===== src/design/rtg_cfg.svh =====
// Register offsets, reset values and timing counts of the timing and
// curve register bank. Assumes a 250 MHz core clock.
`ifndef RTG_CFG_SVH
`define RTG_CFG_SVH
`define RTG_A_REV 8'h1e
`define RTG_A_DP 8'h1f
`define RTG_A_RGBF 8'h20
`define RTG_A_PINF 8'h21
`define RTG_A_RED 8'h27
`define RTG_A_GRN 8'h28
`define RTG_A_BLU 8'h29
`define RTG_A_P1 8'h2a
`define RTG_A_P2 8'h2b
`define RTG_A_P3 8'h2c
`define RTG_A_ID 8'h70
`define RTG_A_VER 8'h71
`define RTG_RST_REV 8'h19
`define RTG_RST_ZERO 8'h00
`define RTG_CURVE_MSB 2
`define RTG_WIN_UNIT_MS 10
`define RTG_DP_HOLDOFF_MS 100
`define RTG_CLK_HZ 250000000
`define RTG_MS_NS 1000000
`define RTG_CLK_NS 4
`define RTG_MS_CYCLES (`RTG_MS_NS / `RTG_CLK_NS)
`define RTG_CARRIER_HZ 31250
`define RTG_PWM_CYCLES (`RTG_CLK_HZ / `RTG_CARRIER_HZ)
`endif


===== src/design/rtg_pkg.sv =====
// Types shared by the timing and curve register bank.
// Assumes nothing beyond a SystemVerilog compiler.
package rtg_pkg;
	typedef logic [7:0] byte_t;
	typedef logic [2:0] curve_t;
	typedef logic [2:0][7:0] level_trio_t;
	typedef enum logic [1:0] {
		DP_IDLE = 2'b00,
		DP_WAIT = 2'b01,
		DP_HOLD = 2'b10
	} dp_state_e;
endpackage


===== src/design/carrier_if.sv =====
// Shared PWM carrier count passed from the bank to its PWM lanes.
// Assumes one core clock domain.
`timescale 1ns/10ps
`default_nettype none
interface carrier_if;
	logic [12:0] count;
	modport source(output count);
	modport sink(input count);
endinterface
`default_nettype wire


===== src/design/gamma_pwm.sv =====
// One gamma-corrected PWM lane on the shared carrier.
// Assumes the carrier count runs 0 to period-1 on the core clock.
`timescale 1ns/10ps
`default_nettype none
`include "rtg_cfg.svh"
module gamma_pwm (
	input wire logic i_core_clk,
	input wire logic i_rst_b,
	carrier_if.sink car,
	input wire logic [7:0] i_level,
	input wire logic [2:0] i_curve,
	input wire logic i_enable,
	output logic o_pwm
);
	localparam logic [12:0] PERIOD = 13'(`RTG_PWM_CYCLES);
	logic [7:0] duty;
	wire logic [15:0] sq = 16'(i_level) * 16'(i_level);
	wire logic [7:0] sq8 = 8'((17'(sq) + 17'(i_level)) >> 8);
	wire logic [15:0] cu = 16'(sq8) * 16'(i_level);
	wire logic [7:0] cu8 = 8'((17'(cu) + 17'(i_level)) >> 8);
	wire logic [7:0] corrected;
	wire logic [20:0] lhs = 21'(car.count) * 21'd255;
	wire logic [20:0] rhs = 21'(duty) * 21'(PERIOD);

	// Blend of two powers in sixteenths; an approximation of the
	// fractional curves that avoids a table per curve.
	function automatic logic [7:0] mix(input logic [7:0] a,
		input logic [7:0] b, input logic [4:0] wa);
		logic [12:0] s;
		s = 13'(a) * 13'(wa) + 13'(b) * 13'(5'd16 - wa);
		return s[11:4];
	endfunction

	assign corrected = (i_curve == 3'b000) ? i_level :
		(i_curve == 3'b001) ? i_level :
		(i_curve == 3'b010) ? mix(i_level, sq8, 5'd3) :
		(i_curve == 3'b011) ? sq8 :
		(i_curve == 3'b100) ? mix(sq8, cu8, 5'd13) :
		(i_curve == 3'b101) ? mix(sq8, cu8, 5'd10) :
		(i_curve == 3'b110) ? mix(sq8, cu8, 5'd6) :
		mix(sq8, cu8, 5'd3);

	// Duty only changes at the carrier wrap so no period is torn.
	always_ff @(posedge i_core_clk) begin
		if (!i_rst_b) begin
			duty <= 8'h00;
			o_pwm <= 1'b0;
		end else begin
			if (car.count == 13'h0000)
				duty <= corrected;
			o_pwm <= i_enable && (lhs < rhs);
		end
	end
endmodule
`default_nettype wire


===== src/design/rotary_timing_gamma_regs.sv =====
// Timing and curve register bank of a rotary knob board, with the
// logic that these registers steer.
// Assumes a byte register port driven by the serial bus front end and
// knob event pulses that are synchronous to the core clock.
//
// Overview of operation
// - Reversal window register counts in steps of ten milliseconds.
// - Opposite-direction steps inside the reversal window are dropped.
// - Reversal window register resets to 25, meaning 250 ms.
// - Double-press window register counts in steps of ten milliseconds.
// - A zero double-press window turns double-press detection off.
// - Each knob LED fade step lasts the programmed number of ms.
// - Without an RGB knob fitted the LED fade-step setting is ignored.
// - Pin fade-step time acts only on pins set to PWM.
// - Each LED curve selector shapes only its own colour channel.
// - Codes 001 to 111 pick gamma 1, 1.8, 2.0, 2.2, 2.4, 2.6, 2.8.
// - Code 000 sends the intensity straight to the PWM output.
// - Pin curve selectors use the same codes, only in PWM mode.
// - An 8-bit read-only board identity register; writes do nothing.
// - An 8-bit read-only release level register; writes are ignored.
// - Gamma path PWM outputs run on a 31.25 kHz carrier.
// - After a double press, presses are ignored for an extra delay.
`timescale 1ns/10ps
`default_nettype none
`include "rtg_cfg.svh"
module rotary_timing_gamma_regs #(
	parameter int TICK_CYCLES = `RTG_MS_CYCLES,
	parameter logic [7:0] BOARD_ID = 8'h5a, // Arbitrary value.
	parameter logic [7:0] RELEASE = 8'h01 // Arbitrary value.
) (
	input wire logic i_core_clk,
	input wire logic i_rst_b,
	input wire logic [7:0] i_reg_addr,
	input wire logic i_reg_wr,
	input wire logic [7:0] i_reg_wdata,
	input wire logic i_reg_rd,
	output logic [7:0] o_reg_rdata,
	input wire logic i_step,
	input wire logic i_step_dir,
	output logic o_step,
	output logic o_step_dir,
	input wire logic i_press,
	output logic o_double_press,
	input wire logic i_rgb_fitted,
	output logic o_rgb_fade_step,
	input wire logic [2:0] i_pin_pwm_mode,
	output logic o_pin_fade_step,
	input wire rtg_pkg::level_trio_t i_led_level,
	input wire rtg_pkg::level_trio_t i_pin_level,
	output logic [2:0] o_led_pwm,
	output logic [2:0] o_pin_pwm
);
	localparam logic [11:0] UNIT = 12'(`RTG_WIN_UNIT_MS);
	localparam logic [11:0] HOLDOFF = 12'(`RTG_DP_HOLDOFF_MS);
	localparam logic [12:0] PERIOD = 13'(`RTG_PWM_CYCLES);

	////////////////////////////////////////////////////////////////////
	// Register file.
	rtg_pkg::byte_t rev_win, dp_win, rgb_fade, pin_fade;
	rtg_pkg::curve_t led_curve [3];
	rtg_pkg::curve_t pin_curve [3];
	wire logic wr_rev = i_reg_wr && i_reg_addr == `RTG_A_REV;
	wire logic wr_dp = i_reg_wr && i_reg_addr == `RTG_A_DP;
	wire logic wr_rgbf = i_reg_wr && i_reg_addr == `RTG_A_RGBF;
	wire logic wr_pinf = i_reg_wr && i_reg_addr == `RTG_A_PINF;
	wire logic [2:0] wr_led = {i_reg_wr && i_reg_addr == `RTG_A_BLU,
		i_reg_wr && i_reg_addr == `RTG_A_GRN,
		i_reg_wr && i_reg_addr == `RTG_A_RED};
	wire logic [2:0] wr_pin = {i_reg_wr && i_reg_addr == `RTG_A_P3,
		i_reg_wr && i_reg_addr == `RTG_A_P2,
		i_reg_wr && i_reg_addr == `RTG_A_P1};
	wire rtg_pkg::curve_t new_curve = i_reg_wdata[`RTG_CURVE_MSB:0];

	always_ff @(posedge i_core_clk) begin
		if (!i_rst_b) begin
			rev_win <= `RTG_RST_REV;
			dp_win <= `RTG_RST_ZERO;
			rgb_fade <= `RTG_RST_ZERO;
			pin_fade <= `RTG_RST_ZERO;
		end else begin
			if (wr_rev)
				rev_win <= i_reg_wdata;
			if (wr_dp)
				dp_win <= i_reg_wdata;
			if (wr_rgbf)
				rgb_fade <= i_reg_wdata;
			if (wr_pinf)
				pin_fade <= i_reg_wdata;
		end
	end

	// Only the low three bits are stored, so the rest read as zero.
	always_ff @(posedge i_core_clk) begin
		for (int i = 0; i < 3; i++) begin
			if (!i_rst_b) begin
				led_curve[i] <= 3'b000;
				pin_curve[i] <= 3'b000;
			end else begin
				if (wr_led[i])
					led_curve[i] <= new_curve;
				if (wr_pin[i])
					pin_curve[i] <= new_curve;
			end
		end
	end

	// Identity and release level have no storage, so writes vanish.
	wire logic [7:0] rd_mux =
		(i_reg_addr == `RTG_A_REV) ? rev_win :
		(i_reg_addr == `RTG_A_DP) ? dp_win :
		(i_reg_addr == `RTG_A_RGBF) ? rgb_fade :
		(i_reg_addr == `RTG_A_PINF) ? pin_fade :
		(i_reg_addr == `RTG_A_RED) ? {5'h00, led_curve[0]} :
		(i_reg_addr == `RTG_A_GRN) ? {5'h00, led_curve[1]} :
		(i_reg_addr == `RTG_A_BLU) ? {5'h00, led_curve[2]} :
		(i_reg_addr == `RTG_A_P1) ? {5'h00, pin_curve[0]} :
		(i_reg_addr == `RTG_A_P2) ? {5'h00, pin_curve[1]} :
		(i_reg_addr == `RTG_A_P3) ? {5'h00, pin_curve[2]} :
		(i_reg_addr == `RTG_A_ID) ? BOARD_ID :
		(i_reg_addr == `RTG_A_VER) ? RELEASE : 8'h00;

	always_ff @(posedge i_core_clk) begin
		if (!i_rst_b)
			o_reg_rdata <= 8'h00;
		else if (i_reg_rd)
			o_reg_rdata <= rd_mux;
	end

	////////////////////////////////////////////////////////////////////
	// Millisecond time base.
	logic [17:0] tick_cnt;
	logic ms_tick;
	wire logic tick_wrap = tick_cnt == 18'(TICK_CYCLES - 1);

	always_ff @(posedge i_core_clk) begin
		if (!i_rst_b) begin
			tick_cnt <= 18'h00000;
			ms_tick <= 1'b0;
		end else begin
			tick_cnt <= tick_wrap ? 18'h00000 : tick_cnt + 18'h00001;
			ms_tick <= tick_wrap;
		end
	end

	////////////////////////////////////////////////////////////////////
	// Reversal suppression.
	logic [11:0] rev_left;
	logic last_dir;
	wire logic opposite = i_step_dir != last_dir && rev_left != 12'h000;
	wire logic accept = i_step && !opposite;

	always_ff @(posedge i_core_clk) begin
		if (!i_rst_b) begin
			rev_left <= 12'h000;
			last_dir <= 1'b0;
			o_step <= 1'b0;
			o_step_dir <= 1'b0;
		end else begin
			o_step <= accept;
			if (accept) begin
				o_step_dir <= i_step_dir;
				last_dir <= i_step_dir;
				rev_left <= 12'(rev_win) * UNIT;
			end else if (ms_tick && rev_left != 12'h000) begin
				rev_left <= rev_left - 12'h001;
			end
		end
	end

	////////////////////////////////////////////////////////////////////
	// Double press detection.
	rtg_pkg::dp_state_e dp_state, next_dp_state;
	logic [11:0] dp_left;
	wire logic dp_expired = dp_left == 12'h000;
	wire logic dp_hit = dp_state == rtg_pkg::DP_WAIT && i_press;

	always_comb begin
		next_dp_state = dp_state;
		unique case (dp_state)
			rtg_pkg::DP_IDLE:
				if (i_press && dp_win != 8'h00)
					next_dp_state = rtg_pkg::DP_WAIT;
			rtg_pkg::DP_WAIT:
				if (i_press)
					next_dp_state = rtg_pkg::DP_HOLD;
				else if (dp_expired)
					next_dp_state = rtg_pkg::DP_IDLE;
			rtg_pkg::DP_HOLD:
				if (dp_expired)
					next_dp_state = rtg_pkg::DP_IDLE;
			default:
				next_dp_state = rtg_pkg::DP_IDLE;
		endcase
	end

	always_ff @(posedge i_core_clk) begin
		if (!i_rst_b) begin
			dp_state <= rtg_pkg::DP_IDLE;
			dp_left <= 12'h000;
			o_double_press <= 1'b0;
		end else begin
			dp_state <= next_dp_state;
			o_double_press <= dp_hit;
			if (dp_state == rtg_pkg::DP_IDLE)
				dp_left <= 12'(dp_win) * UNIT;
			else if (dp_hit)
				dp_left <= HOLDOFF;
			else if (ms_tick && !dp_expired)
				dp_left <= dp_left - 12'h001;
		end
	end

	////////////////////////////////////////////////////////////////////
	// Fade step pacing; a zero step time means no fade stepping.
	logic [7:0] rgb_cnt, pin_cnt;
	wire logic rgb_run = i_rgb_fitted && rgb_fade != 8'h00;
	wire logic pin_run = |i_pin_pwm_mode && pin_fade != 8'h00;
	wire logic rgb_due = rgb_cnt >= rgb_fade - 8'h01;
	wire logic pin_due = pin_cnt >= pin_fade - 8'h01;

	always_ff @(posedge i_core_clk) begin
		if (!i_rst_b || !rgb_run) begin
			rgb_cnt <= 8'h00;
			o_rgb_fade_step <= 1'b0;
		end else begin
			o_rgb_fade_step <= ms_tick && rgb_due;
			if (ms_tick)
				rgb_cnt <= rgb_due ? 8'h00 : rgb_cnt + 8'h01;
		end
	end

	always_ff @(posedge i_core_clk) begin
		if (!i_rst_b || !pin_run) begin
			pin_cnt <= 8'h00;
			o_pin_fade_step <= 1'b0;
		end else begin
			o_pin_fade_step <= ms_tick && pin_due;
			if (ms_tick)
				pin_cnt <= pin_due ? 8'h00 : pin_cnt + 8'h01;
		end
	end

	////////////////////////////////////////////////////////////////////
	// PWM carrier and gamma lanes.
	carrier_if car ();
	logic [12:0] car_cnt;
	assign car.count = car_cnt;

	always_ff @(posedge i_core_clk) begin
		if (!i_rst_b)
			car_cnt <= 13'h0000;
		else if (car_cnt == PERIOD - 13'h0001)
			car_cnt <= 13'h0000;
		else
			car_cnt <= car_cnt + 13'h0001;
	end

	for (genvar i = 0; i < 3; i++) begin : g_lane
		gamma_pwm u_led (
			.i_core_clk(i_core_clk),
			.i_rst_b(i_rst_b),
			.car(car),
			.i_level(i_led_level[i]),
			.i_curve(led_curve[i]),
			.i_enable(i_rgb_fitted),
			.o_pwm(o_led_pwm[i])
		);
		gamma_pwm u_pin (
			.i_core_clk(i_core_clk),
			.i_rst_b(i_rst_b),
			.car(car),
			.i_level(i_pin_level[i]),
			.i_curve(pin_curve[i]),
			.i_enable(i_pin_pwm_mode[i]),
			.o_pwm(o_pin_pwm[i])
		);
	end
endmodule
`default_nettype wire


===== config.mk =====
export PLATFORM = sky130hd
export DESIGN_NAME = rotary_timing_gamma_regs
export DESIGN_NICKNAME = d
export VERILOG_FILES = /design/src/design/rtg_pkg.sv /design/src/design/carrier_if.sv /design/src/design/gamma_pwm.sv /design/src/design/rotary_timing_gamma_regs.sv
export VERILOG_INCLUDE_DIRS = /design/src /design/src/design
export SDC_FILE = /design/constraint.sdc
export NUM_CORES = 2
export LEC_CHECK = 0
export ABC_AREA = 1
export BUFFER_PORTS_ARGS = -buffer_cell sky130_fd_sc_hd__clkbuf_2
export CORE_MARGIN = 3
export CORE_UTILIZATION = 40
export CTS_CLUSTER_DIAMETER = 150
export DETAILED_ROUTE_END_ITERATION = 8
export PLACE_DENSITY = 0.63
export SLEW_MARGIN = 5
export SYNTH_ARGS = -nofsm -noshare
export SYNTH_HDL_FRONTEND = slang
export SYNTH_SLANG_ARGS = --single-unit
export TNS_END_PERCENT = 100

===== constraint.sdc =====
create_clock -name i_core_clk -period 20.8 [get_ports i_core_clk]
set_input_delay 6.24 -clock i_core_clk [delete_from_list [all_inputs] [get_ports i_core_clk]]
set_output_delay 6.24 -clock i_core_clk [all_outputs]
set_load 0.005 [all_outputs]

# [After elaboration in Yosys (flattened, before gate mapping)]
# Memories as Yosys holds them, arrays and structs flattened.
# Cells that the tools add are included.
[classes] magnitude_cmp=8 n_reduce_logical=53 bitwise_logic=7 n_eq_ne=54 muxes=90 add_sub_neg=50 multipliers=75
[op_table] op="$mux 8" n=48
[op_table] op="$mul 8x2->10 const B" n=30
[op_table] op="$add 16x8->16" n=12
[op_table] op="$mul 8x8->16" n=12
[op_table] op="$mul 8x3->11 const B" n=14
[op_table] op="$add 10x12->12" n=12
[op_table] op="$mul 8x4->12 const B" n=12
[op_table] op="$lt 21x21->1" n=6
[op_table] op="$mul 8x7->15 const B" n=6
[op_table] op="$add 11x12->12" n=6
[op_table] op="$add 12x10->12" n=6
[op_table] op="$add 12x11->12" n=6
[op_table] op="$eq 8x6->1 const B" n=8
[op_table] op="$mux 12" n=5
[op_table] op="$eq 3x3->1 const B" n=18
[op_table] op="$mux 7" n=7
[op_table] op="$eq 3x2->1 const B" n=12
[op_table] op="$logic_and 1x1->1" n=26
[op_table] op="$reduce_bool 8->1" n=3
[op_table] op="$sub 12x1->12 const B" n=2
[op_table] op="$mul 13x8->21 const B" n=1
[op_table] op="$mux 1" n=20
[op_table] op="$add 18x1->18 const B" n=1
[op_table] op="$eq 18x18->1 const B" n=1
[op_table] op="28 further kinds" n=63
[totals] output_inout_bits=19 in_bits=75 ff_bits=173 ramBits=18 memories=2 wordCells=371
[mem_list] name="led_curve" words=3 word_bits=3 rd=3 rd_clocked_by_memory_dff=0 write_ports=3 line_no="rotary_timing_gamma_regs.sv:60" text="rtg_pkg::curve_t led_curve [3];"
[mem_list] name="pin_curve" words=3 word_bits=3 rd=3 rd_clocked_by_memory_dff=0 write_ports=3 line_no="rotary_timing_gamma_regs.sv:61" text="rtg_pkg::curve_t pin_curve [3];"

# [Longest topological paths before layout]
[logic_depth] depth_word=13 ltp_mapped=77 depth_no_buf=75

# [Modules after synthesis]
# Synthesis repeated with hierarchy kept, for this count alone.
[hier_totals] cells_unflattened=10917 hier_area_um2=86432.9
[modules_own_cells] module="gamma_pwm (g_lane[0].u_led ...)" area_per_inst_um2=13091.3 seq_area_each_um2=180.2 instances=2 cells_per_inst=1652
[modules_own_cells] module="gamma_pwm (g_lane[2].u_pin)" area_per_inst_um2=13171.4 seq_area_each_um2=180.2 instances=1 cells_per_inst=1659
[modules_own_cells] module="gamma_pwm (g_lane[2].u_led)" area_per_inst_um2=13145.1 seq_area_each_um2=180.2 instances=1 cells_per_inst=1659
[modules_own_cells] module="gamma_pwm (g_lane[0].u_pin)" area_per_inst_um2=13115.1 seq_area_each_um2=180.2 instances=1 cells_per_inst=1645
[modules_own_cells] module="gamma_pwm (g_lane[1].u_pin)" area_per_inst_um2=13062.5 seq_area_each_um2=180.2 instances=1 cells_per_inst=1639
[modules_own_cells] module="rotary_timing_gamma_regs" area_per_inst_um2=7756.2 seq_area_each_um2=2922.8 instances=1 cells_per_inst=1011

# [Worst setup path before layout]
# Ideal clock, no wire load.
[synth_timing] path_type="input to register" from="in i_led_level[15] (netlist bit)" to="reg g_lane[1].u_led.duty[7]" stages=65 t_arrival_ps=18183 setup_slack_ps=2546 required_ps=20729 path_buffers=1 setup_ps=71 cell_sequence="clkbuf_1 > inv_1 > fa_1 > inv_1 > fa_1 > fa_1 > inv_1 > fa_1 > inv_1 > ha_1 > a21o_1 > a21oi_1 > nand2_1 > nand2_1 > nand2_1 > nand2_1 > nand2_1 > a21oi_2 > [... 29 more ...] > ha_1 > a21oi_1 > o21bai_1 > a21oi_1 > o21ai_0 > a21oi_1 > inv_1 > nand2_1 > nand3_1 > nand2_1 > nand2_1 > nand2_1 > nand2_1 > nand2_1 > nand2_1 > nand2_1 > nand2_1 > a21oi_1"
[synth_between] elab_chain_len=13 word_cells_on_any_way=25 cone_classes="add/sub (7); mul (11); mux (7)"
[synth_rtl] item="from (decl)" line_no="rotary_timing_gamma_regs.sv:48" text="input wire rtg_pkg::level_trio_t i_led_level,"
[synth_rtl] item="$mul 8x8->16" line_no="gamma_pwm.sv:17" text="wire logic [15:0] sq = 16'(i_level) * 16'(i_level);"
[synth_rtl] item="$add 16x8->16" line_no="gamma_pwm.sv:18" text="wire logic [7:0] sq8 = 8'((17'(sq) + 17'(i_level)) >> 8);"
[synth_rtl] item="$mul 8x8->16" line_no="gamma_pwm.sv:19" text="wire logic [15:0] cu = 16'(sq8) * 16'(i_level);"
[synth_rtl] item="$add 16x8->16" line_no="gamma_pwm.sv:20" text="wire logic [7:0] cu8 = 8'((17'(cu) + 17'(i_level)) >> 8);"
[synth_rtl] item="$mul 8x4->12 / $mul 8x3->11 (equally long branches)" line_no="gamma_pwm.sv:30" text="s = 13'(a) * 13'(wa) + 13'(b) * 13'(5'd16 - wa);"
[synth_rtl] item="$add 10x12->12 / $add 11x12->12 (equally long branches)" line_no="gamma_pwm.sv:30"
[synth_rtl] item="$mux 8" line_no="gamma_pwm.sv:40" text="(i_curve == 3'b110) ? mix(sq8, cu8, 5'd6) :"
[synth_rtl] item="$mux 8" line_no="gamma_pwm.sv:39" text="(i_curve == 3'b101) ? mix(sq8, cu8, 5'd10) :"
[synth_rtl] item="$mux 8" line_no="gamma_pwm.sv:38" text="(i_curve == 3'b100) ? mix(sq8, cu8, 5'd13) :"
[synth_rtl] item="$mux 8" line_no="gamma_pwm.sv:37" text="(i_curve == 3'b011) ? sq8 :"
[synth_rtl] item="$mux 8" line_no="gamma_pwm.sv:36" text="(i_curve == 3'b010) ? mix(i_level, sq8, 5'd3) :"
[synth_rtl] item="$mux 8" line_no="gamma_pwm.sv:35" text="(i_curve == 3'b001) ? i_level :"
[synth_rtl] item="$mux 8 *" line_no="gamma_pwm.sv:34" text="assign corrected = (i_curve == 3'b000) ? i_level :"
[synth_rtl] item="to (signal assigned)" line_no="gamma_pwm.sv:50" text="duty <= corrected;"
[synth_rtl] item="to (decl)" line_no="gamma_pwm.sv:16" text="logic [7:0] duty;"
# Every way passes the cells marked *; elsewhere a longest branch is shown, timed or not.
# A chain may end at the register's enable or synchronous reset.

# [Worst setup path in the final report]
[layout_timing] from="in i_pin_level[11] (netlist bit)" to="reg g_lane[1].u_pin.duty[5]"
[layout_between] elab_chain_len=13 word_cells_on_any_way=25 cone_classes="add/sub (7); mul (11); mux (7)"
[layout_rtl] item="from (decl)" line_no="rotary_timing_gamma_regs.sv:49" text="input wire rtg_pkg::level_trio_t i_pin_level,"
[layout_rtl] item="$mul 8x8->16" line_no="gamma_pwm.sv:17"
[layout_rtl] item="$add 16x8->16" line_no="gamma_pwm.sv:18"
[layout_rtl] item="$mul 8x8->16" line_no="gamma_pwm.sv:19"
[layout_rtl] item="$add 16x8->16" line_no="gamma_pwm.sv:20"
[layout_rtl] item="$mul 8x4->12 / $mul 8x3->11 (equally long branches)" line_no="gamma_pwm.sv:30"
[layout_rtl] item="$add 10x12->12 / $add 11x12->12 (equally long branches)" line_no="gamma_pwm.sv:30"
[layout_rtl] item="$mux 8" line_no="gamma_pwm.sv:40"
[layout_rtl] item="$mux 8" line_no="gamma_pwm.sv:39"
[layout_rtl] item="$mux 8" line_no="gamma_pwm.sv:38"
[layout_rtl] item="$mux 8" line_no="gamma_pwm.sv:37"
[layout_rtl] item="$mux 8 *" line_no="gamma_pwm.sv:36"
[layout_rtl] item="$mux 8 *" line_no="gamma_pwm.sv:35"
[layout_rtl] item="$mux 8 *" line_no="gamma_pwm.sv:34"
[layout_rtl] item="to (signal assigned)" line_no="gamma_pwm.sv:50"
[layout_rtl] item="to (decl)" line_no="gamma_pwm.sv:16"
# Marks and branches as above.

==> results.json <==
{
  "slew_violations": 0,
  "hold_violations": 0,
  "cp_data_required_time_ns": 21.21,
  "synth-main-ff-cell": "dfxtp_1",
  "register_area_um2": 4000,
  "cts_tree": "built",
  "multi_input_area_um2": 61100,
  "antenna_found_initial": 0,
  "synth-seq-cells": 191,
  "synth-simple-area-share": 0.162,
  "post_cts_buffers": 0,
  "cpPeakStageDelay_ns": 0.68,
  "gp_congestion": 0.941,
  "synth-adder-area-share": 0.495,
  "critPathCaptureType": "flip-flop",
  "synth_top_family_by_area": "adder cells",
  "grt_pass1_vias": 63200,
  "drc_errors": 0,
  "dieHeight_um": 436,
  "setup_viol": 0,
  "yosys.area.top_type_share": 0.251,
  "gr-max-usage-layer": "met2",
  "grt.overflow.total": 0,
  "wl_per_cell_um": 16.0,
  "initial_core_util": 0.403,
  "rsz0062_at_grt": "false",
  "ys_top_cells_by_area": "fa_1 25%, ha_1 24%, inv_1 11%",
  "ys_types": 79,
  "path_delay_family": "adder cells",
  "min_period_ns": 19.35,
  "nets": 12200,
  "clk_pin_slew_ns": 0.08,
  "dieArea_um2": 190000,
  "drtIter0Drc": 3455,
  "synth-compound-area-share": 0.114,
  "drt_pass1_iterations": 7,
  "fp-row-count": 157,
  "n_antenna_cell": 0,
  "critical_path.most_common_cell": "nand2_1",
  "crit_fanout": 12,
  "cts-buffers-inserted": 17,
  "max_slew_margin": 0.250,
  "totalWireLength_mm": 195,
  "ys_warn_count": 0,
  "min_path_type": "flip-flop to flip-flop",
  "muxShareOfSynthArea": 0.000440,
  "drive_gt1_frac": 0.0443,
  "ant_nets": 0,
  "cts_sinks": 191,
  "n_fill_cell": 18600,
  "maxCapViolations": 0,
  "numPortBuffers": 93,
  "clk_root_buffer_cell": "clkbuf_16",
  "yosysSeqAreaShare": 0.0541,
  "outcome": "complete, no violations",
  "synth_area_um2": 74000,
  "met3_usage": 0.0150,
  "via_per_inst": 5.09,
  "use_met1": 0.275,
  "yosys.area.top_type": "fa_1",
  "ios": 94,
  "grtUsageTotal": 0.206,
  "cts_buffer_depth": 2,
  "grt_first_pass_wirelength_mm": 323,
  "clock_latency_ns": 0.49,
  "synthCells": 9649,
  "synth_edf_count": 18,
  "finalCritPeriodShare": 0.930,
  "crit_slowest_cell": "xor2_2",
  "finClkSkew_ns": 0.0154,
  "cp-start-kind": "primary input",
  "cp_num_buf_inv": 14,
  "grt_start_max_net_pins": 56,
  "hpwl_mm": 166,
  "cts_hold_buffers": 0,
  "syn_area_per_cell_um2": 7.67,
  "core_area_um2": 183000,
  "fp.dieW_um": 436,
  "arrival_ns": 19.76,
  "num_vias": 62100,
  "fmax_ghz": 0.0517,
  "synth.net_count": 12100,
  "tns_ns": 0,
  "syn_to_final_growth_pct": 5.70,
  "gr-usage-met2": 0.356,
  "worstMarginPinSlew_ns": 1.12,
  "synth_xor_area_frac": 0.0550,
  "htreeDepth": 4,
  "async_flop_share": 0,
  "cts_resized": 0,
  "crit_type": "primary input to flip-flop"
}
flip-flops by register name, indices dropped and copies added (netlist names), 3 cells and up:
name	flops
tick_cnt	18
pin_cnt	8
g_lane.u_pin.duty	24
car.count	13
g_lane.u_pin.o_pwm	3
led_curve	9
dp_left	12
pin_curve	9
rgb_cnt	8
rgb_fade	8
g_lane.u_led.o_pwm	3
pin_fade	8
o_reg_rdata	8
g_lane.u_led.duty	24
dp_win	8
rev_win	8
rev_left	12
Yosys cell counts (31+ instances only):
master and n:
inv_2 35, fa_1 926, clkbuf_1 96, a21oi_1 675, a21o_1 36, a31oi_1 46
xnor2_1 137, nand2_1 1547, a211oi_1 57, a31o_2 34, inv_1 2187, nand2_2 31
dfxtp_1 173, o21ai_1 58, nor3_1 76, xor2_1 310, ha_1 1443, o21bai_1 73
o21ai_0 324, or2_2 39, nand4_1 81, nand3_1 334, nor2_1 609
path summary, 6_finish.rpt:
kind                                       from                       to  slack (ns)  cells after the start
worst min-delay path                tick_cnt[0]              tick_cnt[0]        0.45                      1
worst max-delay path            i_pin_level[11]  g_lane[1].u_pin.duty[5]        1.45                     65
worst max register to register     car.count[3]    g_lane[2].u_pin.o_pwm       14.28                     27
worst min register to register      tick_cnt[0]              tick_cnt[0]        0.45                      1
cells in the final DEF, fill, tap and decap left out, types with 31 or more instances in the layout:
| master | instances |
|---|---|
| o21bai_1 | 73 |
| ha_1 | 1443 |
| xnor2_1 | 137 |
| a31o_2 | 34 |
| clkbuf_2 | 93 |
| a211oi_1 | 57 |
| nand2_2 | 31 |
| or2_2 | 39 |
| nand4_1 | 81 |
| o21ai_1 | 58 |
| nor3_1 | 76 |
| a31oi_1 | 46 |
| dfxtp_1 | 173 |
| o21ai_0 | 324 |
| inv_1 | 2186 |
| a21o_1 | 36 |
| a21oi_1 | 675 |
| inv_2 | 35 |
| buf_4 | 67 |
| xor2_1 | 310 |
| nand3_1 | 334 |
| nand2_1 | 1547 |
| fa_1 | 926 |
| nor2_1 | 609 |
cell families after synthesis:
logic type,after synthesis
adder cells (fa/ha/maj),2369
XOR/XNOR,456
flip-flops,191
AND/OR/NAND/NOR,2831
multiplexers,3
buffers and inverters,2348
AO/OA/AOI/OAI,1451
through the flow:
stage                     cell area [um^2]  hold WS [ns]  utilization  instances  worst slack, ns
final                                78200         0.448        0.426      12200             1.45
after global routing                 78200         0.486        0.426      12200            0.480
after CTS                            78200         0.455        0.426      12200             1.43
after detailed placement             77600         0.444        0.423      12200            0.909
after global placement               77600         0.431        0.423      12200             1.18
after floorplan                      74000         0.418            -       9649             2.55
routing by layer:
| metal | vias to the layer above | part of all wire |
|---|---|---|
| met5 | - | 0 |
| met4 | 0 | 0.031 |
| met3 | 242 | 0.041 |
| met2 | 1402 | 0.48 |
| met1 | 29800 | 0.45 |
| li1 | 30700 | - |
layout make-up:
type | count | area share
Clock buffer | 20 | 0.00584
Clock inverter | 12 | 0.00157
Inverter | 2242 | 0.108
Multi-Input combinational cell | 7110 | 0.782
Sequential cell | 191 | 0.0512
Tap cell | 2464 | 0.0394
Timing Repair Buffer | 160 | 0.0124
Power is not shown: default switching activity piles up to over one toggle a cycle in this logic, so the estimate is an artifact.
